File: src/adc_ctrl_pkg.sv
// Shared constants, register map and types of the converter control block.
package adc_ctrl_pkg;

    // ************************************************************
    // Converter geometry.
    // ************************************************************
    localparam int unsigned RES_W          = 12;
    localparam int unsigned MAX_INPUTS     = 16;
    localparam logic [3:0]  LAST_BIT_IDX   = 4'hB;
    localparam logic [11:0] FIRST_TRIAL    = 12'h800;
    // Cycles a new trial code needs before the synchronised comparator level reflects it.
    localparam logic [2:0]  SETTLE_CNT     = 3'h4;

    // ************************************************************
    // Register byte offsets on the bus.
    // ************************************************************
    localparam logic [7:0] CHAN_CTRL_OFS   = 8'h00;
    localparam logic [7:0] REF_PIN_OFS     = 8'h04;
    localparam logic [7:0] TIMING_OFS      = 8'h08;
    localparam logic [7:0] RES_HI_OFS      = 8'h0C;
    localparam logic [7:0] RES_LO_OFS      = 8'h10;
    localparam logic [7:0] IRQ_STATUS_OFS  = 8'h14;
    localparam logic [7:0] IRQ_MASK_OFS    = 8'h18;

    // ************************************************************
    // Field positions.
    // ************************************************************
    localparam int unsigned ENABLE_BIT     = 0;
    localparam int unsigned GO_BIT         = 1;
    localparam int unsigned CHAN_LSB       = 2;
    localparam int unsigned REF_LSB        = 4;
    localparam int unsigned PCFG_LSB       = 0;
    localparam int unsigned CLKSEL_LSB     = 0;
    localparam int unsigned ACQ_LSB        = 3;
    localparam int unsigned JUSTIFY_BIT    = 7;
    localparam int unsigned DONE_FLAG_BIT  = 0;

    // ************************************************************
    // Writable masks and values after reset.
    // ************************************************************
    localparam logic [7:0] CHAN_CTRL_WMASK = 8'h3F;
    localparam logic [7:0] REF_PIN_WMASK   = 8'h3F;
    localparam logic [7:0] TIMING_WMASK    = 8'hBF;
    localparam logic [7:0] IRQ_WMASK       = 8'h01;
    localparam logic [7:0] REG_RST         = 8'h00;
    localparam logic [6:0] DIV_CNT_RST     = 7'h00;

    // ************************************************************
    // Timing lookups, indexed by the field code.
    // ************************************************************
    // Divide ratio per clock code; zero marks the internal RC source.
    localparam logic [7:0][6:0] CLK_DIV_TABLE =
        {7'h00, 7'h40, 7'h10, 7'h04, 7'h00, 7'h20, 7'h08, 7'h02};
    // Acquisition length in conversion-clock periods per code.
    localparam logic [7:0][4:0] ACQ_TAD_TABLE =
        {5'h14, 5'h10, 5'h0C, 5'h08, 5'h06, 5'h04, 5'h02, 5'h00};

    // ************************************************************
    // Sequencer states.
    // ************************************************************
    typedef enum logic [1:0] {ST_IDLE, ST_ACQ, ST_CONV} conv_state_e;

endpackage

File: src/adc_control_registers.sv
// Converter control block: Wishbone registers, acquisition and successive-approximation sequencer.
//
// Chosen here: the Wishbone interface to the registers and the address map.
`timescale 1ns/1ps
module adc_control_registers #(
    parameter int unsigned ADDR_W     = 8,
    parameter int unsigned NUM_INPUTS = 16
) (
    // Clock and reset.
    input  wire logic                          clk_i,
    input  wire logic                          rst_i,
    // Wishbone slave.
    input  wire logic                          wb_cyc_i,
    input  wire logic                          wb_stb_i,
    input  wire logic                          wb_we_i,
    input  wire logic [ADDR_W-1:0]             wb_adr_i,
    input  wire logic [3:0]                    wb_sel_i,
    input  wire logic [31:0]                   wb_dat_i,
    output logic      [31:0]                   wb_dat_o,
    output logic                               wb_ack_o,
    // Analog front end.
    input  wire logic                          comparator_i,
    input  wire logic                          rc_osc_i,
    output logic      [3:0]                    channel_sel_o,
    output logic      [1:0]                    reference_sel_o,
    output logic                               sample_o,
    output logic      [adc_ctrl_pkg::RES_W-1:0] dac_code_o,
    output logic      [adc_ctrl_pkg::MAX_INPUTS-1:0] analog_en_o,
    // Interrupt.
    output logic                               irq_o
);
    import adc_ctrl_pkg::*;

    // ************************************************************
    // State.
    // ************************************************************
    logic [7:0]        ctrl0_q, ctrl0_d;
    logic [7:0]        ctrl1_q, ctrl1_d;
    logic [7:0]        ctrl2_q, ctrl2_d;
    logic [7:0]        res_hi_q, res_hi_d;
    logic [7:0]        res_lo_q, res_lo_d;
    logic [7:0]        status_q, status_d;
    logic [7:0]        mask_q, mask_d;
    logic [31:0]       rdat_q, rdat_d;
    logic              ack_q, ack_d;
    conv_state_e       state_q, state_d;
    logic [4:0]        acq_cnt_q, acq_cnt_d;
    logic [3:0]        bit_q, bit_d;
    logic [RES_W-1:0]  dac_q, dac_d;
    logic [2:0]        settle_q, settle_d;
    logic              pend_q, pend_d;
    logic [RES_W-1:0]  final_code;
    logic [4:0]        acq_len;
    logic              bus_wr, bus_rd, abort, done;
    logic              comp_s, rc_s, tad;
    logic [7:0]        pin_sum [MAX_INPUTS];

    // ************************************************************
    // Pin conditioning and conversion clock.
    // ************************************************************
    adc_pin_sync u_comp_sync (
        .clk_i   (clk_i),
        .rst_i   (rst_i),
        .pin_i   (comparator_i),
        .level_o (comp_s)
    );

    adc_pin_sync u_rc_sync (
        .clk_i   (clk_i),
        .rst_i   (rst_i),
        .pin_i   (rc_osc_i),
        .level_o (rc_s)
    );

    // The tick source follows the clock field while the sequencer is busy.
    adc_tad_gen u_tad_gen (
        .clk_i      (clk_i),
        .rst_i      (rst_i),
        .run_i      (state_q != ST_IDLE),
        .clk_sel_i  (ctrl2_q[CLKSEL_LSB +: 3]),
        .rc_level_i (rc_s),
        .tad_o      (tad)
    );

    // ************************************************************
    // Bus decode and sequencer next state.
    // ************************************************************
    // Only byte lane 0 carries the 8-bit registers, so a write needs sel[0].
    assign bus_wr  = wb_cyc_i && wb_stb_i && wb_we_i && !ack_q && wb_sel_i[0];
    assign bus_rd  = wb_cyc_i && wb_stb_i && !wb_we_i && !ack_q;
    assign acq_len = ACQ_TAD_TABLE[ctrl2_q[ACQ_LSB +: 3]];

    always_comb begin
        ctrl0_d    = ctrl0_q;
        ctrl1_d    = ctrl1_q;
        ctrl2_d    = ctrl2_q;
        mask_d     = mask_q;
        status_d   = status_q;
        res_hi_d   = res_hi_q;
        res_lo_d   = res_lo_q;
        rdat_d     = rdat_q;
        ack_d      = wb_cyc_i && wb_stb_i && !ack_q;
        state_d    = state_q;
        acq_cnt_d  = acq_cnt_q;
        bit_d      = bit_q;
        dac_d      = dac_q;
        final_code = dac_q;
        done       = 1'b0;
        pend_d     = 1'b0;
        // Register writes; unimplemented bits are masked away.
        if (bus_wr) begin
            case (wb_adr_i[7:0])
                CHAN_CTRL_OFS: ctrl0_d = wb_dat_i[7:0] & CHAN_CTRL_WMASK;
                REF_PIN_OFS:   ctrl1_d = wb_dat_i[7:0] & REF_PIN_WMASK;
                TIMING_OFS:    ctrl2_d = wb_dat_i[7:0] & TIMING_WMASK;
                IRQ_MASK_OFS:  mask_d  = wb_dat_i[7:0] & IRQ_WMASK;
                default: ;
            endcase
        end
        // Reads; an unmapped address answers zero, and reading status clears it.
        if (bus_rd) begin
            case (wb_adr_i[7:0])
                CHAN_CTRL_OFS:  rdat_d = {24'h000000, ctrl0_q};
                REF_PIN_OFS:    rdat_d = {24'h000000, ctrl1_q};
                TIMING_OFS:     rdat_d = {24'h000000, ctrl2_q};
                RES_HI_OFS:     rdat_d = {24'h000000, res_hi_q};
                RES_LO_OFS:     rdat_d = {24'h000000, res_lo_q};
                IRQ_STATUS_OFS: begin
                    rdat_d   = {24'h000000, status_q};
                    status_d = REG_RST;
                end
                IRQ_MASK_OFS:   rdat_d = {24'h000000, mask_q};
                default:        rdat_d = 32'h00000000;
            endcase
        end
        // Turning the module off or clearing the busy bit aborts with no result.
        abort = (state_q != ST_IDLE) && (!ctrl0_d[ENABLE_BIT] || !ctrl0_d[GO_BIT]);
        if (abort) begin
            state_d          = ST_IDLE;
            ctrl0_d[GO_BIT]  = 1'b0;
        end else begin
            case (state_q)
                ST_IDLE: begin
                    // A start request only counts while the module is on.
                    if (ctrl0_d[ENABLE_BIT] && ctrl0_d[GO_BIT]) begin
                        if (acq_len == 5'h00) begin
                            state_d = ST_CONV;
                            dac_d   = FIRST_TRIAL;
                            bit_d   = LAST_BIT_IDX;
                        end else begin
                            state_d   = ST_ACQ;
                            acq_cnt_d = acq_len;
                        end
                    end else begin
                        ctrl0_d[GO_BIT] = 1'b0;
                    end
                end
                ST_ACQ: begin
                    if (tad) begin
                        if (acq_cnt_q == 5'h01) begin
                            state_d = ST_CONV;
                            dac_d   = FIRST_TRIAL;
                            bit_d   = LAST_BIT_IDX;
                        end else begin
                            acq_cnt_d = acq_cnt_q - 5'h01;
                        end
                    end
                end
                ST_CONV: begin
                    // One trial bit per period, held back until the comparator has crossed its synchroniser.
                    pend_d = tad || pend_q;
                    if (pend_d && (settle_q == 3'h0)) begin
                        pend_d       = 1'b0;
                        dac_d[bit_q] = comp_s;
                        if (bit_q == 4'h0) begin
                            final_code      = dac_d;
                            done            = 1'b1;
                            state_d         = ST_IDLE;
                            ctrl0_d[GO_BIT] = 1'b0;
                            if (ctrl2_q[JUSTIFY_BIT]) begin
                                res_hi_d = {4'h0, final_code[11:8]};
                                res_lo_d = final_code[7:0];
                            end else begin
                                res_hi_d = final_code[11:4];
                                res_lo_d = {final_code[3:0], 4'h0};
                            end
                        end else begin
                            dac_d[bit_q - 4'h1] = 1'b1;
                            bit_d               = bit_q - 4'h1;
                        end
                    end
                end
                default: state_d = ST_IDLE;
            endcase
        end
        // A new trial code restarts the settling wait; without it the fast dividers would judge stale levels.
        settle_d = (dac_d != dac_q) ? SETTLE_CNT : ((settle_q == 3'h0) ? 3'h0 : settle_q - 3'h1);
        // A completion in the same cycle as a status read is kept.
        if (done) begin
            status_d[DONE_FLAG_BIT] = 1'b1;
        end
    end

    // Register everything; control registers come up zero.
    always_ff @(posedge clk_i) begin
        if (rst_i) begin
            ctrl0_q   <= REG_RST;
            ctrl1_q   <= REG_RST;
            ctrl2_q   <= REG_RST;
            res_hi_q  <= REG_RST;
            res_lo_q  <= REG_RST;
            status_q  <= REG_RST;
            mask_q    <= REG_RST;
            rdat_q    <= 32'h00000000;
            ack_q     <= 1'b0;
            state_q   <= ST_IDLE;
            acq_cnt_q <= 5'h00;
            bit_q     <= 4'h0;
            dac_q     <= 12'h000;
            settle_q  <= 3'h0;
            pend_q    <= 1'b0;
        end else begin
            ctrl0_q   <= ctrl0_d;
            ctrl1_q   <= ctrl1_d;
            ctrl2_q   <= ctrl2_d;
            res_hi_q  <= res_hi_d;
            res_lo_q  <= res_lo_d;
            status_q  <= status_d;
            mask_q    <= mask_d;
            rdat_q    <= rdat_d;
            ack_q     <= ack_d;
            state_q   <= state_d;
            acq_cnt_q <= acq_cnt_d;
            bit_q     <= bit_d;
            dac_q     <= dac_d;
            settle_q  <= settle_d;
            pend_q    <= pend_d;
        end
    end

    // ************************************************************
    // Outputs.
    // ************************************************************
    // The mux follows the field directly; changing it mid-conversion corrupts the sample.
    assign channel_sel_o   = ctrl0_q[CHAN_LSB +: 4];
    assign reference_sel_o = ctrl1_q[REF_LSB +: 2];
    assign sample_o        = (state_q == ST_ACQ);
    assign dac_code_o      = dac_q;
    assign wb_dat_o        = rdat_q;
    assign wb_ack_o        = ack_q;
    assign irq_o           = |(status_q & mask_q);

    // Pin k is analog while k plus the field stays below fifteen, and every pin is analog when the field is zero; absent pins stay digital.
    genvar k;
    generate
        for (k = 0; k < MAX_INPUTS; k++) begin : g_pin_cfg
            assign pin_sum[k]     = 8'(k) + {4'h0, ctrl1_q[PCFG_LSB +: 4]};
            assign analog_en_o[k] = (k < NUM_INPUTS) &&
                                    ((ctrl1_q[PCFG_LSB +: 4] == 4'h0) || (pin_sum[k] < 8'h0F));
        end
    endgenerate
endmodule // adc_control_registers

File: src/adc_pin_sync.sv
// Three-stage synchroniser with agreement filter for one pin input.
`timescale 1ns/1ps
module adc_pin_sync (
    // Clock and reset.
    input  wire logic clk_i,
    input  wire logic rst_i,
    // Pin side and synchronised level.
    input  wire logic pin_i,
    output logic      level_o
);
    import adc_ctrl_pkg::*;

    logic [2:0] stage_q;
    logic [2:0] stage_d;
    logic       level_q;
    logic       level_d;

    // Stage one feeds only stage two; the level moves once stages two and three agree.
    always_comb begin
        stage_d = {stage_q[1:0], pin_i};
        level_d = level_q;
        if (stage_q[1] == stage_q[2]) begin
            level_d = stage_q[2];
        end
    end

    // Register the chain and the filtered level.
    always_ff @(posedge clk_i) begin
        if (rst_i) begin
            stage_q <= 3'h0;
            level_q <= 1'b0;
        end else begin
            stage_q <= stage_d;
            level_q <= level_d;
        end
    end

    assign level_o = level_q;

endmodule // adc_pin_sync

File: src/adc_tad_gen.sv
// Conversion clock tick generator: system clock divider or internal RC edges.
`timescale 1ns/1ps
module adc_tad_gen (
    // Clock and reset.
    input  wire logic       clk_i,
    input  wire logic       rst_i,
    // Control.
    input  wire logic       run_i,
    input  wire logic [2:0] clk_sel_i,
    input  wire logic       rc_level_i,
    // One-cycle tick per conversion-clock period.
    output logic            tad_o
);
    import adc_ctrl_pkg::*;

    logic [6:0] div;
    logic [6:0] cnt_q;
    logic [6:0] cnt_d;
    logic       rc_prev_q;
    logic       tad_q;
    logic       tad_d;

    // The counter is held at zero while idle so the first period is a full one.
    always_comb begin
        div   = CLK_DIV_TABLE[clk_sel_i];
        cnt_d = DIV_CNT_RST;
        tad_d = 1'b0;
        if (run_i) begin
            if (div == 7'h00) begin
                tad_d = rc_level_i && !rc_prev_q;
            end else if (cnt_q == div - 7'h01) begin
                tad_d = 1'b1;
            end else begin
                cnt_d = cnt_q + 7'h01;
            end
        end
    end

    // Register counter, RC edge history and tick.
    always_ff @(posedge clk_i) begin
        if (rst_i) begin
            cnt_q     <= DIV_CNT_RST;
            rc_prev_q <= 1'b0;
            tad_q     <= 1'b0;
        end else begin
            cnt_q     <= cnt_d;
            rc_prev_q <= rc_level_i;
            tad_q     <= tad_d;
        end
    end

    assign tad_o = tad_q;

endmodule // adc_tad_gen
File: config.mk
export PLATFORM = sky130hd
export DESIGN_NAME = adc_control_registers
export DESIGN_NICKNAME = d
export VERILOG_FILES = /design/src/adc_ctrl_pkg.sv /design/src/adc_control_registers.sv /design/src/adc_pin_sync.sv /design/src/adc_tad_gen.sv
export SDC_FILE = /design/constraint.sdc
export NUM_CORES = 1
export LEC_CHECK = 0
export BUFFER_PORTS_ARGS = -buffer_cell sky130_fd_sc_hd__buf_2
export CORE_ASPECT_RATIO = 1.5
export CORE_MARGIN = 10
export CORE_UTILIZATION = 56
export CTS_CLUSTER_DIAMETER = 30
export DETAILED_ROUTE_END_ITERATION = 7
export PLACE_DENSITY = 0.91
export SYNTH_ARGS = -nofsm -noshare
export SYNTH_HDL_FRONTEND = slang
export SYNTH_SLANG_ARGS = --single-unit
export TNS_END_PERCENT = 5
File: constraint.sdc
create_clock -name clk_i -period 3.5 [get_ports clk_i]
set_input_delay 0.35 -clock clk_i [delete_from_list [all_inputs] [get_ports clk_i]]
set_output_delay 0.35 -clock clk_i [all_outputs]
set_load 0.03 [all_outputs]
# Word level (Yosys, flattened, before mapping)
# Memories as Yosys holds them, arrays and structs flattened. A register that Yosys moved wholly into a read port is not among the register bits.
# Index checks and enable logic that the tools add are counted.
# word_totals
reg_bits,114
rom_bits,96
in_bits,51
output_inout_bits,69
wordCells,217
mem_count,2
# mem_list
name,depth,width,read_ports,rd_clocked_by_memory_dff,wr,line,rtl
(no name shown),8,7,1,1,0,adc_tad_gen.sv:25,div = CLK_DIV_TABLE[clk_sel_i];
(no name shown),8,5,1,1,0,adc_control_registers.sv:91,assign acq_len = ACQ_TAD_TABLE[ctrl2_q[ACQ_LSB +: 3]];
# classes
addsub,20
order_cmp,22
eq_ne,22
n_mux,58
bitwise,5
reduce_logical,63
# ops
operator,count
$mux 12,7
$lt 5x4->1 const B,15
$pmux 8 s7,1
$add 4x4->5 const A,8
$pmux 12 s3,1
$mux 5,5
$eq 8x5->1 const B,3
$mux 4,6
$add 3x4->5 const A,4
$logic_or 1x1->1,18
$mux 3,6
$eq 8x4->1 const B,2
$mux 2,8
$mux 8,2
$mux 1,14
$ne 2x2->1 const B,7
$logic_and 1x1->1,13
$bwmux 12,1
$ne 12x12->1,1
$or 12x12->12,1
$pmux 4 s3,1
$add 2x4->5 const A,2
$lt 4x5->1 const B,2
$pmux 5 s2,1
40 further kinds,61

# Logic depth before layout (Yosys ltp)
# Gate-level depths: netlist of the first run.
# depth
depth_word,12
mapped_depth,12
ltp_nobuf,10

# Modules after synthesis
# Synthesis of the first run repeated with hierarchy kept, for this count alone.
# unflattened
hier_cells,739
area_unflattened_um2,5881.9
# modules_own_cells
mod,n_inst,cells_each,area_each_um2,seq_area_each_um2
adc_control_registers,1,662,5121.2,1541.5
adc_tad_gen,1,57,535.5,180.2
adc_pin_sync,2,10,112.6,80.1

# Least setup slack after synthesis of the first run
# No wires, ideal clock.
# synth_timing
path_type,flip-flop to flip-flop
startpoint,register bit_q[0]
endpoint,register settle_q[2]
setup_time_ns,0.120
arrival_time_ns,2.828
t_required_ns,3.380
path_slack_ns,0.553
stages_incl_launch_ff,12
n_path_buf,2
synth_period_minus_slack_ns,2.947
cell_sequence,dfxtp_1 > inv_1 > ha_1 > buf_2 > or3b_1 > buf_4 > nand2_1 > o311ai_1 > o221ai_1 > a221oi_1 > or4b_1 > o31a_1
# synth_via
elab_chain_len,12
word_cells_on_any_way,20
cone_classes,add/sub: 1; order compare: 4; eq/ne: 1; mux: 10; bitwise: 1; reduce/logical: 3
# synth_rtl
item,line,rtl
"start, declared",adc_control_registers.sv:48,"logic [3:0] bit_q, bit_d;"
"start signal, assigned",adc_control_registers.sv:234,bit_q <= bit_d;
$sub 4x1->4 (tied with other cells),adc_control_registers.sv:188,dac_d[bit_q - 4'h1] = 1'b1;
$lt 4x5->1 (implied by the code) (tied with other cells),adc_control_registers.sv:188,
$logic_and 1x1->1 (implied by the code) or $mux 1 (tied branches),"adc_control_registers.sv:188, adc_control_registers.sv:174",
$mux 1 (implied by the code) or $demux 1 s4 (tied branches),"adc_control_registers.sv:188, adc_control_registers.sv:174",
$demux 1 s4 or $bwmux 12 (tied branches),"adc_control_registers.sv:188, adc_control_registers.sv:174",
$or 12x12->12 (no source line),n/a,
$mux 12 *,adc_control_registers.sv:175,if (bit_q == 4'h0) begin
$mux 12 *,adc_control_registers.sv:172,if (pend_d && (settle_q == 3'h0)) begin
$pmux 12 s3 *,adc_control_registers.sv:142,case (state_q)
$mux 12 *,adc_control_registers.sv:138,if (abort) begin
$ne 12x12->1 *,adc_control_registers.sv:197,settle_d = (dac_d != dac_q) ? SETTLE_CNT : ((settle_q == 3'h0) ? 3'h0 : settle_q - 3'h1);
$mux 3 *,adc_control_registers.sv:197,
"end signal, assigned",adc_control_registers.sv:236,settle_q <= settle_d;
"end, declared",adc_control_registers.sv:50,"logic [2:0] settle_q, settle_d;"
# Every way passes the cells marked *; elsewhere a longest branch is shown, timed or not.
# A chain may end at the register's enable or synchronous reset.

# Worst setup path after layout of the first run
# layout_timing
startpoint,register bit_q[1]
endpoint,register settle_q[2]
# The elaborated chain is that of the path after synthesis.

==> qor.yml, run 1 <==
finish:
  antenna_cells: 0
  syn_to_final_growth_pct: 9.72
  layout.nets: 877
  drive_gt1_frac: 0.140
  multi_input_area_sq_mm: 0.00366
  num-fill-cells: 915
  seqCellArea_sq_mm: 0.00200
  instances_no_fill: 952
global_routing:
  grt_pass1_vias: 5544
  grt_usage: 0.207
  antenna_found_initial: 0
  top_usage_layer: "met2"
  grt_pass1_wl_um: 27000
  grt_start_max_net_pins: 49
  met3_usage: 0.0496
  grtUsageMet2: 0.377
  grt-ovfl-total: 0
  use_met1: 0.214
setup_path:
  path_buf_inv: 1
  crit_start: "bit_q[1]$_SDFFE_PP0P_"
  cp_cell_sequence: "inv_1 > ha_1 > and2b_1 > a22oi_1 > o311ai_1 > a221oi_1 > a21oi_1 > or4b_1 > o31a_1"
  r2r_slack_ps: 240
  cp.depth: 9
  crit_path_max_incr_delay_ps: 600
  critical_path_class: "flip-flop to flip-flop"
  reg2reg_from: "bit_q[1]$_SDFFE_PP0P_"
  critPathLaunchType: "flip-flop"
  reg2reg_depth: 9
  cp_slowest_cell: "or4b_1"
  worstPathArrival_ps: 3500
  reg2reg_to: "settle_q[2]$_SDFF_PP0_"
  endpoint_kind: "flip-flop"
  critPathTopFamily: "compound AO/OA/AOI/OAI gates"
  cp_max_fo: 9
  critPathRequiredTime_ps: 3740
logic_synthesis:
  synthSimpleGateAreaFrac: 0.244
  synthesis.area_sq_mm: 0.00606
  synthAdderAreaFrac: 0.0471
  async_reset_ff_frac: 0
  yosysSeqAreaShare: 0.330
  synth_ff_type: "dfxtp_1"
  synthMuxAreaShare: 0.0727
  synth_compound_area_frac: 0.204
  synth-edff-count: 0
  synth-xor-area-share: 0.0202
  synth_common_cells: "dfxtp_1, nor2_1, nand2_1, a21oi_1"
  synth_top_family_by_area: "simple AND/OR/NAND/NOR gates"
  yosys_warnings: 0
  synthTopCellsByArea: "dfxtp_1, mux2i_1, nor2_1, nand2_1, ha_1"
  synth_top_area_frac: 0.330
  synth.most_common_cell: "dfxtp_1"
  synth_cells: 763
  ys_types: 72
  yosysTopAreaCell: "dfxtp_1"
  syn_avg_cell_area_sq_um: 7.94
  synth-seq-cells: 100
min_path:
  hold_path_class: "input pin to flip-flop"
  hold_depth: 2
  hold_start: "rc_osc_i"
  whs_endpoint: "u_rc_sync.stage_q[0]$_SDFF_PP0_"
clocking:
  cts_buffer_depth: 2
  cts_tree: "done"
  clock_sinks: 100
  cts_root_buf: "clkbuf_16"
  cts_setup_buffers: 0
  numCtsBuffers: 9
  postCtsHoldBufs: 0
  insertion_delay_ps: 350
  post_cts_resize_count: 0
  clk_pin_slew_ps: 60
  htree_levels: 3
sta:
  max-slew-margin-rel: 0.335
  fmax_ghz: 0.306
  fin_skew_ps: 6.55
  report.final.setup_viol: 0
  drv_slew: 0
  hold_violations: 0
  tns_ps: 0
  tightest_slew_ps: 991
  period_share: 0.933
  final.min_clock_period_ps: 3260
  rsz0062_at_grt: "false"
route:
  wire_per_inst_um: 17.2
  viasPerCell: 6.11
  first_pass_iters: 7
  drt-total-wl_um: 16400
  drc_errors: 0
  drtAntennaViolNets: 0
  num_vias: 5816
  drt_iter0_markers: 369
floorplanning:
  ioPinCount: 120
  dieArea_sq_mm: 0.0155
  fp.dieH_um: 147
  initial_utilization: 0.572
  die-width_um: 105
  core_sq_mm: 0.0106
  rows: 46
place:
  io_buffers: 67
  hpwl_um: 12200
  place_inst: 937
  gp_congestion: 0.958
run:
  cap_violations: 0
pwr:
  p_leak_uw: 0.00260
  peakVddDrop_uv: 226
  power.density_mw_per_mm2: 330
status:
  status: "completed"
==> cell usage in the layout (no fill, tap or decap), types with 4 or more instances in the layout <==
master / Yosys / routed
a31oi_1: 6 / 6
a221oi_1: 5 / 5
buf_4: 31 / 15
o41ai_1: 4 / 4
nand4_1: 5 / 5
dfxtp_1: 100 / 100
buf_2: 7 / 67
a211oi_1: 9 / 9
a21oi_1: 48 / 48
nor2b_1: 13 / 13
a22oi_1: 20 / 20
nor2_1: 86 / 86
nor4_1: 7 / 7
conb_1: 1 / 24
a311oi_1: 4 / 4
mux2i_1: 35 / 35
xor2_1: 4 / 4
nand2_1: 83 / 83
nor3_1: 23 / 23
clkbuf_16: 0 / 9
nand2b_1: 8 / 8
a222oi_1: 5 / 5
inv_1: 22 / 22
and3_1: 4 / 4
mux2_2: 8 / 8
nand3_1: 17 / 17
o211ai_1: 8 / 8
or3_1: 5 / 5
nand3b_1: 13 / 13
xnor2_1: 10 / 10
o21a_1: 6 / 6
o21ai_0: 34 / 34
ha_1: 22 / 22
nor3b_1: 10 / 10
and2_1: 9 / 9
==> cells by family after synthesis <==
kind of cell,after synthesis
XOR/XNOR,14
multiplexers,43
adder cells (fa/ha/maj),23
AO/OA/AOI/OAI,185
flip-flops,100
other,1
buffers and inverters,98
AND/OR/NAND/NOR,299
==> stage by stage <==
stage / setup slack [ps] / power [uW] / util / hold WS (ps) / cell area [sq um]
after floorplan: 553 / 1270 / - / 414 / 6150
final: 235 / 2190 / 0.628 / 210 / 6650
after global placement: 306 / 1270 / 0.602 / 418 / 6370
after global routing: 82.2 / 2250 / 0.628 / 220 / 6650
after detailed placement: 292 / 1270 / 0.602 / 422 / 6370
after CTS: 277 / 2200 / 0.628 / 208 / 6650
==> worst max path at each step <==
stage	endpoint	slack, ps
6_report	settle_q[2]$_SDFF_PP0_	240
4_1_cts	settle_q[2]$_SDFF_PP0_	280
3_5_place_dp	settle_q[2]$_SDFF_PP0_	290
2_1_floorplan	settle_q[2]$_SDFF_PP0_	550
5_1_grt	settle_q[2]$_SDFF_PP0_	80
3_3_place_gp	settle_q[2]$_SDFF_PP0_	310
==> worst register-to-register path: stages, from the launching register on <==
cell      delay, ps
dfxtp_1         480
inv_1           130
ha_1            300
and2b_1         210
a22oi_1         320
o311ai_1        200
a221oi_1        490
a21oi_1         130
or4b_1          600
o31a_1          310
==> area by class of cell <==
type                            count  share of cell area
Sequential cell                   100               0.301
Tap cell                          144              0.0271
Clock inverter                      5             0.00564
Clock buffer                       10              0.0359
Inverter                           23              0.0130
Multi-Input combinational cell    588               0.550
Timing Repair Buffer               82              0.0674
==> power by group <==
group	internal, uW	switching, uW
logic	22.9	82.8
registers	1140	1.97
clock network	500	443
total	1670	528
==> metal layers <==
layer  up-vias  part of all wire
met2       281              0.51
met1      2708              0.38
li1       2773                 -
met5         -                 0
met4         0             0.036
met3        54             0.075
==> sequential cells by signal, summed over array words and instances, names as in the netlist, 2 cells and up <==
| register | count |
|---|---|
| acq_cnt_q | 5 |
| acq_len | 4 |
| bit_q | 4 |
| ctrl0_q | 6 |
| ctrl1_q | 6 |
| ctrl2_q | 7 |
| dac_code_o | 12 |
| res_hi_q | 8 |
| res_lo_q | 8 |
| settle_q | 3 |
| state_q | 2 |
| u_comp_sync.stage_q | 3 |
| u_rc_sync.stage_q | 3 |
| u_tad_gen.cnt_q | 7 |
| u_tad_gen.div | 6 |
| wb_dat_o | 8 |
(Power assumes the default switching activity.)
==> run 2: changes to the inputs <==
- SYNTH_HIERARCHICAL: unset -> 1
==> run 2 against run 1 <==
Compared with the run above:
- critical path type unchanged
- largest cell class unchanged
- synthesized cell count fell by 3.1%
- area after synthesis fell by 3.0%
- critical path depth rose by 1
- clock power rose by 2%
- cell count fell by 1.4%
- wire length fell by 1.3%
- critical endpoint unchanged
- clock skew rose by 1.9 ps
- via count fell by 2.7%
- global-route usage fell by 0.24 points
- die area fell by 2.5%
- total power barely moved
- sequential power fell by 4%
==> qor.yml, run 2 <==
sta:
  fmax_ghz: 0.322  # +5.0%
  period_share: 0.889  # -0.0441
  report.final.setup_viol: 0  # unchanged
  tns_ps: 0  # unchanged
  drv_slew: 0  # unchanged
  tightest_slew_ps: 860  # -131 ps
  max-slew-margin-rel: 0.412  # +0.0772
  worst_slack_ps: 390  # +154 ps
  rsz0062_at_grt: "false"
  hold_violations: 0  # unchanged
  fin_skew_ps: 8.42  # +1.87 ps
  final.min_clock_period_ps: 3110  # -154 ps
logic_synthesis:
  synthAdderAreaFrac: 0.0528  # +0.00569
  synth-edff-count: 0  # unchanged
  synth_cells: 739  # -3.1%
  ys_types: 86  # +19%
  yosysSeqAreaShare: 0.320  # -0.0104
  synth_top_area_frac: 0.320  # -0.0104
  async_reset_ff_frac: 0  # unchanged
  syn_avg_cell_area_sq_um: 7.96  # +0.20%
  synth_top_family_by_area: "simple AND/OR/NAND/NOR gates"
  synth_compound_area_frac: 0.203  # -0.00103
  synth-xor-area-share: 0.0208  # +0.000615
  synth_ff_type: "dfxtp_1"
  synthSimpleGateAreaFrac: 0.238  # -0.00555
  synthMuxAreaShare: 0.0781  # +0.00540
  synth-seq-cells: 94  # -6.0%
  yosysTopAreaCell: "dfxtp_1"
  synthesis.area_sq_mm: 0.00588  # -3.0%
  synthTopCellsByArea: "dfxtp_1, mux2i_1, nor2_1, a21oi_1, ha_1"
  yosys_warnings: 6  # +6
  synth_common_cells: "nor2_1, dfxtp_1, a21oi_1, nand2_1, mux2i_1"
  synth.most_common_cell: "nor2_1"
clocking:
  insertion_delay_ps: 350  # about the same
  clk_pin_slew_ps: 60  # about the same
  cts_tree: "done"
  postCtsHoldBufs: 0  # unchanged
  clock_sinks: 94  # -6.0%
  cts_buffer_depth: 2  # unchanged
  post_cts_resize_count: 0  # unchanged
  cts_root_buf: "clkbuf_16"
  numCtsBuffers: 9  # unchanged
  htree_levels: 3  # unchanged
  cts_setup_buffers: 0  # unchanged
finish:
  fin_util: 0.642  # +0.0142
  antenna_cells: 0  # unchanged
  layout.nets: 868  # -1.0%
  stdcell_area_sq_mm: 0.00654  # -1.6%
  layout_commonest_cell: "nor2_1"
  layout_common_cells: "nor2_1, dfxtp_1, buf_2, a21oi_1, nand2_1"
  syn_to_final_growth_pct: 11.3
  drive_gt1_frac: 0.168  # +0.0281
  num-fill-cells: 835  # -8.7%
  largest_reg_flops: 12  # unchanged
floorplanning:
  ioPinCount: 120  # unchanged
  die-width_um: 104  # -1.2%
  core_sq_mm: 0.0102  # -3.8%
  rows: 45  # -2.2%
  dieArea_sq_mm: 0.0151  # -2.5%
  fp.dieH_um: 146  # -1.3%
  initial_utilization: 0.577  # +0.00486
setup_path:
  critPathRequiredTime_ps: 3740  # about the same
  path_buf_inv: 1  # unchanged
  critical_path_class: "flip-flop to flip-flop"
  critPathTopFamily: "compound AO/OA/AOI/OAI gates"
  endpoint_kind: "flip-flop"
  worstPathArrival_ps: 3350  # -150 ps
  reg2reg_to: "settle_q[2]$_SDFF_PP0_"
  reg2reg_depth: 10  # +1
  cp_slowest_cell: "o311ai_0"
  r2r_slack_ps: 390  # +150 ps
  crit_path_max_incr_delay_ps: 600  # about the same
  cp_cell_sequence: "inv_1 > ha_1 > nor2_1 > a21oi_1 > o311ai_0 > a21boi_0 > a2111oi_2 > and3_1 > a21oi_2 > o31a_1"
  critPathLaunchType: "flip-flop"
  reg2reg_from: "bit_q[0]$_SDFFE_PP0P_"
  cp_max_fo: 5  # -4
route:
  drt_iter0_markers: 337  # -8.7%
  drc_errors: 0  # unchanged
  viasPerCell: 6.02  # -1.4%
  num_vias: 5657  # -2.7%
  first_pass_iters: 6  # -1
  wire_per_inst_um: 17.2  # about the same
  drtAntennaViolNets: 0  # unchanged
  drt-total-wl_um: 16200  # -1.3%
place:
  pre_cts_ws_ps: 404  # +113 ps
  hpwl_um: 12100  # -1.5%
  io_buffers: 67  # unchanged
  gp_congestion: 1.04  # +8.8%
  placed_area_sq_mm: 0.00625  # -1.9%
pwr:
  peakVddDrop_uv: 244  # +7.7%
  p_leak_uw: 0.00260  # about the same
  power.density_mw_per_mm2: 335  # +1.7%
global_routing:
  grt-ovfl-total: 0  # unchanged
  grt_pass1_wl_um: 26200  # -3.1%
  antenna_found_initial: 0  # unchanged
  grt_start_max_net_pins: 44  # -10%
  grt_pass1_vias: 5449  # -1.7%
  grt_usage: 0.204  # -0.00241
min_path:
  hold_path_class: "input pin to flip-flop"
  hold_depth: 2  # unchanged
  whs_endpoint: "u_rc_sync/stage_q[0]$_SDFF_PP0_"
  hold_start: "rc_osc_i"
status:
  status: "completed"
run:
  cap_violations: 0  # unchanged
run 2: kinds of logic (layout without fill, tap and decap cells):
logic type	Yosys count	after routing
buffers and inverters	98	134
flip-flops	94	94
AO/OA/AOI/OAI	183	183
adder cells (fa/ha/maj)	25	25
multiplexers	45	45
XOR/XNOR	14	14
AND/OR/NAND/NOR	279	279
other	1	24
run 2: area by class of cell:
cell class,instances,area (sq um),share of cell area
Clock buffer,10,229,0.0350
Clock inverter,6,62.6,0.00956
Inverter,27,101,0.0155
Multi-Input combinational cell,570,3580,0.547
Sequential cell,94,1880,0.288
Tap cell,141,176,0.0270
Timing Repair Buffer,91,515,0.0788
run 2: metrics by stage:
| step | hold slack (ps) | std cells | power [uW] |
|---|---|---|---|
| floorplan | 414 | 762 | 1230 |
| detailed placement | 423 | 923 | 1250 |
| global placement | 422 | 923 | 1250 |
| CTS | 200 | 939 | 2200 |
| finish | 208 | 939 | 2190 |
| global route | 251 | 939 | 2260 |
run 2: power breakdown:
part / leakage, uW / internal, uW / total (uW) / switching [uW]
sequential: 0.000758 / 1080 / 1090 / 6.87
clock: 0.000134 / 551 / 961 / 410
combinational: 0.00171 / 43.9 / 145 / 101
total: 0.00260 / 1680 / 2190 / 518
run 2: how the worst max path moves through the flow:
stage,start,to,slack [ps],cells past startpoint
2_1_floorplan,bit_q[0]$_SDFFE_PP0P_,settle_q[2]$_SDFF_PP0_,610,11
3_3_place_gp,wb_adr_i[4],settle_q[2]$_SDFF_PP0_,470,9
3_5_place_dp,wb_adr_i[4],settle_q[2]$_SDFF_PP0_,400,9
4_1_cts,bit_q[0]$_SDFFE_PP0P_,settle_q[2]$_SDFF_PP0_,390,10
5_1_grt,bit_q[0]$_SDFFE_PP0P_,settle_q[2]$_SDFF_PP0_,40,10
6_report,bit_q[0]$_SDFFE_PP0P_,settle_q[2]$_SDFF_PP0_,390,10
run 2: metal layers:
layer | vias up | part of all wire | GRT usage | wire length (um)
met2 | 263 | 0.51 | 0.369 | 8310
met5 | - | 0 | 0 | 0
met4 | 0 | 0.045 | 0.121 | 727
met1 | 2658 | 0.37 | 0.206 | 5960
met3 | 59 | 0.072 | 0.0531 | 1170
li1 | 2677 | - | - | -
==> run 3: changes to the inputs <==
- CORE_ASPECT_RATIO: 1.5 -> unset
==> run 3 against run 2 <==
Compared with the run above:
- non-clock buffer count shrank 5
- sequential share of layout area grew 0.62 points
- critical path depth grew 1
- clock power shrank 25%
- total power shrank 11%
- setup slack lost 44 ps
- critical path type unchanged
- critical endpoint unchanged
- largest cell class unchanged
- highest routed layer unchanged
==> qor.yml, run 3 (synthesized netlist as in run 2, its figures left out) <==
pwr:
  p_leak_uw: 0.00254  # -2.4%
  power.density_mw_per_mm2: 305  # -9.1%
  peakVddDrop_uv: 260  # +6.8%
  finalPower_uw: 1950  # -11%
setup_path:
  path_buf_inv: 2  # +1
  critPathRequiredTime_ps: 3770  # +30 ps
  crit_start: "bit_q[0]$_SDFFE_PP0P_"
  critPathLaunchType: "flip-flop"
  worstPathArrival_ps: 3430  # +80 ps
  reg2reg_depth: 11  # +1
  reg2reg_to: "settle_q[2]$_SDFF_PP0_"
  crit_path_max_incr_delay_ps: 420  # -180 ps
  cp_slowest_cell: "ha_1"
  critPathTopFamily: "compound AO/OA/AOI/OAI gates"
  endpoint_kind: "flip-flop"
  reg2reg_from: "bit_q[0]$_SDFFE_PP0P_"
  cp_max_fo: 12  # +7
  path_common_cell: "o21ai_0"
  r2r_slack_ps: 350  # -40 ps
  cp_cell_sequence: "inv_1 > ha_1 > nor2_1 > a21oi_1 > o21ai_0 > a221oi_1 > o2111ai_1 > o41ai_1 > buf_4 > o21ai_0 > o31a_1"
  critical_path_class: "flip-flop to flip-flop"
route:
  drtAntennaViolNets: 0  # unchanged
  num_vias: 5479  # -3.1%
  drt_iter0_markers: 727  # +120%
  wire_per_inst_um: 16.3  # -5.1%
  drt-total-wl_um: 15200  # -6.1%
  first_pass_iters: 8  # +2
  viasPerCell: 5.90  # -2.1%
  drc_errors: 0  # unchanged
sta:
  rsz0062_at_grt: "false"
  tightest_slew_ps: 966  # +106 ps
  period_share: 0.901  # +0.0126
  final.min_clock_period_ps: 3150  # +44.3 ps
  tns_ps: 0  # unchanged
  fmax_ghz: 0.317  # -1.4%
  fin_skew_ps: 14.5  # +6.03 ps
  timing.hold.ws_ps: 179  # -29.3 ps
  hold_violations: 0  # unchanged
  max-slew-margin-rel: 0.356  # -0.0558
  drv_slew: 0  # unchanged
  report.final.setup_viol: 0  # unchanged
floorplanning:
  initial_utilization: 0.572  # -0.00485
  rows: 37  # -18%
  fp.dieH_um: 122  # -16%
  dieArea_sq_mm: 0.0150  # -0.56%
  ioPinCount: 120  # unchanged
  core_sq_mm: 0.0103  # +0.85%
  die-width_um: 122  # +18%
place:
  gp_congestion: 0.986  # -5.5%
  hpwl_um: 11200  # -6.8%
  place_inst: 913  # -1.1%
  io_buffers: 67  # unchanged
finish:
  drive_gt1_frac: 0.164  # -0.00399
  antenna_cells: 0  # unchanged
  largest_reg_flops: 12  # unchanged
  syn_to_final_growth_pct: 8.89
  layout_commonest_cell: "nor2_1"
  layout_common_cells: "nor2_1, dfxtp_1, buf_2, a21oi_1, nand2_1"
  instances_no_fill: 929  # -1.1%
  layout.nets: 863  # -0.58%
min_path:
  hold_start: "comparator_i"
  hold_path_class: "input pin to flip-flop"
  whs_endpoint: "u_comp_sync/stage_q[0]$_SDFF_PP0_"
  hold_depth: 2  # unchanged
status:
  status: "completed"
global_routing:
  grt_pass1_vias: 5036  # -7.6%
  grt-ovfl-total: 0  # unchanged
  grt_pass1_wl_um: 24400  # -6.7%
  grt_usage: 0.196  # -0.00814
  grt_start_max_net_pins: 54  # +23%
  antenna_found_initial: 0  # unchanged
clocking:
  clk_pin_slew_ps: 100  # +40 ps
  clock_sinks: 94  # unchanged
  postCtsHoldBufs: 0  # unchanged
  insertion_delay_ps: 380  # +30 ps
  post_cts_resize_count: 0  # unchanged
  cts_buffer_depth: 2  # unchanged
  numCtsBuffers: 9  # unchanged
  cts_setup_buffers: 0  # unchanged
  cts_root_buf: "clkbuf_8"
  cts_tree: "done"
  htree_levels: 3  # unchanged
run:
  cap_violations: 0  # unchanged
==> run 3: layer usage <==
layer / global-route usage / vias to the layer above / wire length (um)
met1: 0.240 / 2538 / 6310
met5: 0 / - / 0
met3: 0.0523 / 33 / 1560
met2: 0.331 / 251 / 6990
li1: - / 2657 / -
met4: 0.0596 / 0 / 322
==> run 3: worst max-delay path by stage <==
stage | endpoint | cells past startpoint | slack [ps]
after floorplan | settle_q[2]$_SDFF_PP0_ | 11 | 610
after detailed placement | settle_q[2]$_SDFF_PP0_ | 11 | 440
after global routing | settle_q[2]$_SDFF_PP0_ | 11 | 20
after CTS | settle_q[2]$_SDFF_PP0_ | 11 | 400
final | settle_q[2]$_SDFF_PP0_ | 11 | 350
after global placement | settle_q[2]$_SDFF_PP0_ | 9 | 450
==> run 3: area by class of cell <==
type / instances / area [sq um]
clock buffer: 9 / 124
clock inverter: 7 / 72.6
fill: 909 / 3870
inverter: 27 / 101
multi-input combinational: 570 / 3580
sequential: 94 / 1880
tap: 136 / 170
timing repair buffer: 86 / 478
==> run 3: power by group <==
group / total (uW) / switching, uW / internal [uW] / leakage (uW)
clock: 722 / 441 / 282 / 0.0000974
combinational: 143 / 102 / 41.5 / 0.00168
sequential: 1090 / 6.75 / 1080 / 0.000758
==> run 3: stage by stage <==
| stage | instance area (sq um) | util | worst slack [ps] |
|---|---|---|---|
| final | 6400 | 0.623 | 346 |
| after global routing | 6400 | 0.623 | 17.1 |
| after CTS | 6400 | 0.623 | 404 |
| after detailed placement | 6210 | 0.604 | 445 |
| after global placement | 6210 | 0.604 | 452 |
| after floorplan | 5970 | - | 613 |
==> run 3: worst register-to-register path, delay by kind of cell (launching register included) <==
| family | cells | cell delay, ps |
|---|---|---|
| buf+inv | 2 | 320 |
| simple gates | 1 | 170 |
| compound gates | 7 | 1810 |
| flops | 1 | 320 |
| fa+ha+maj | 1 | 420 |
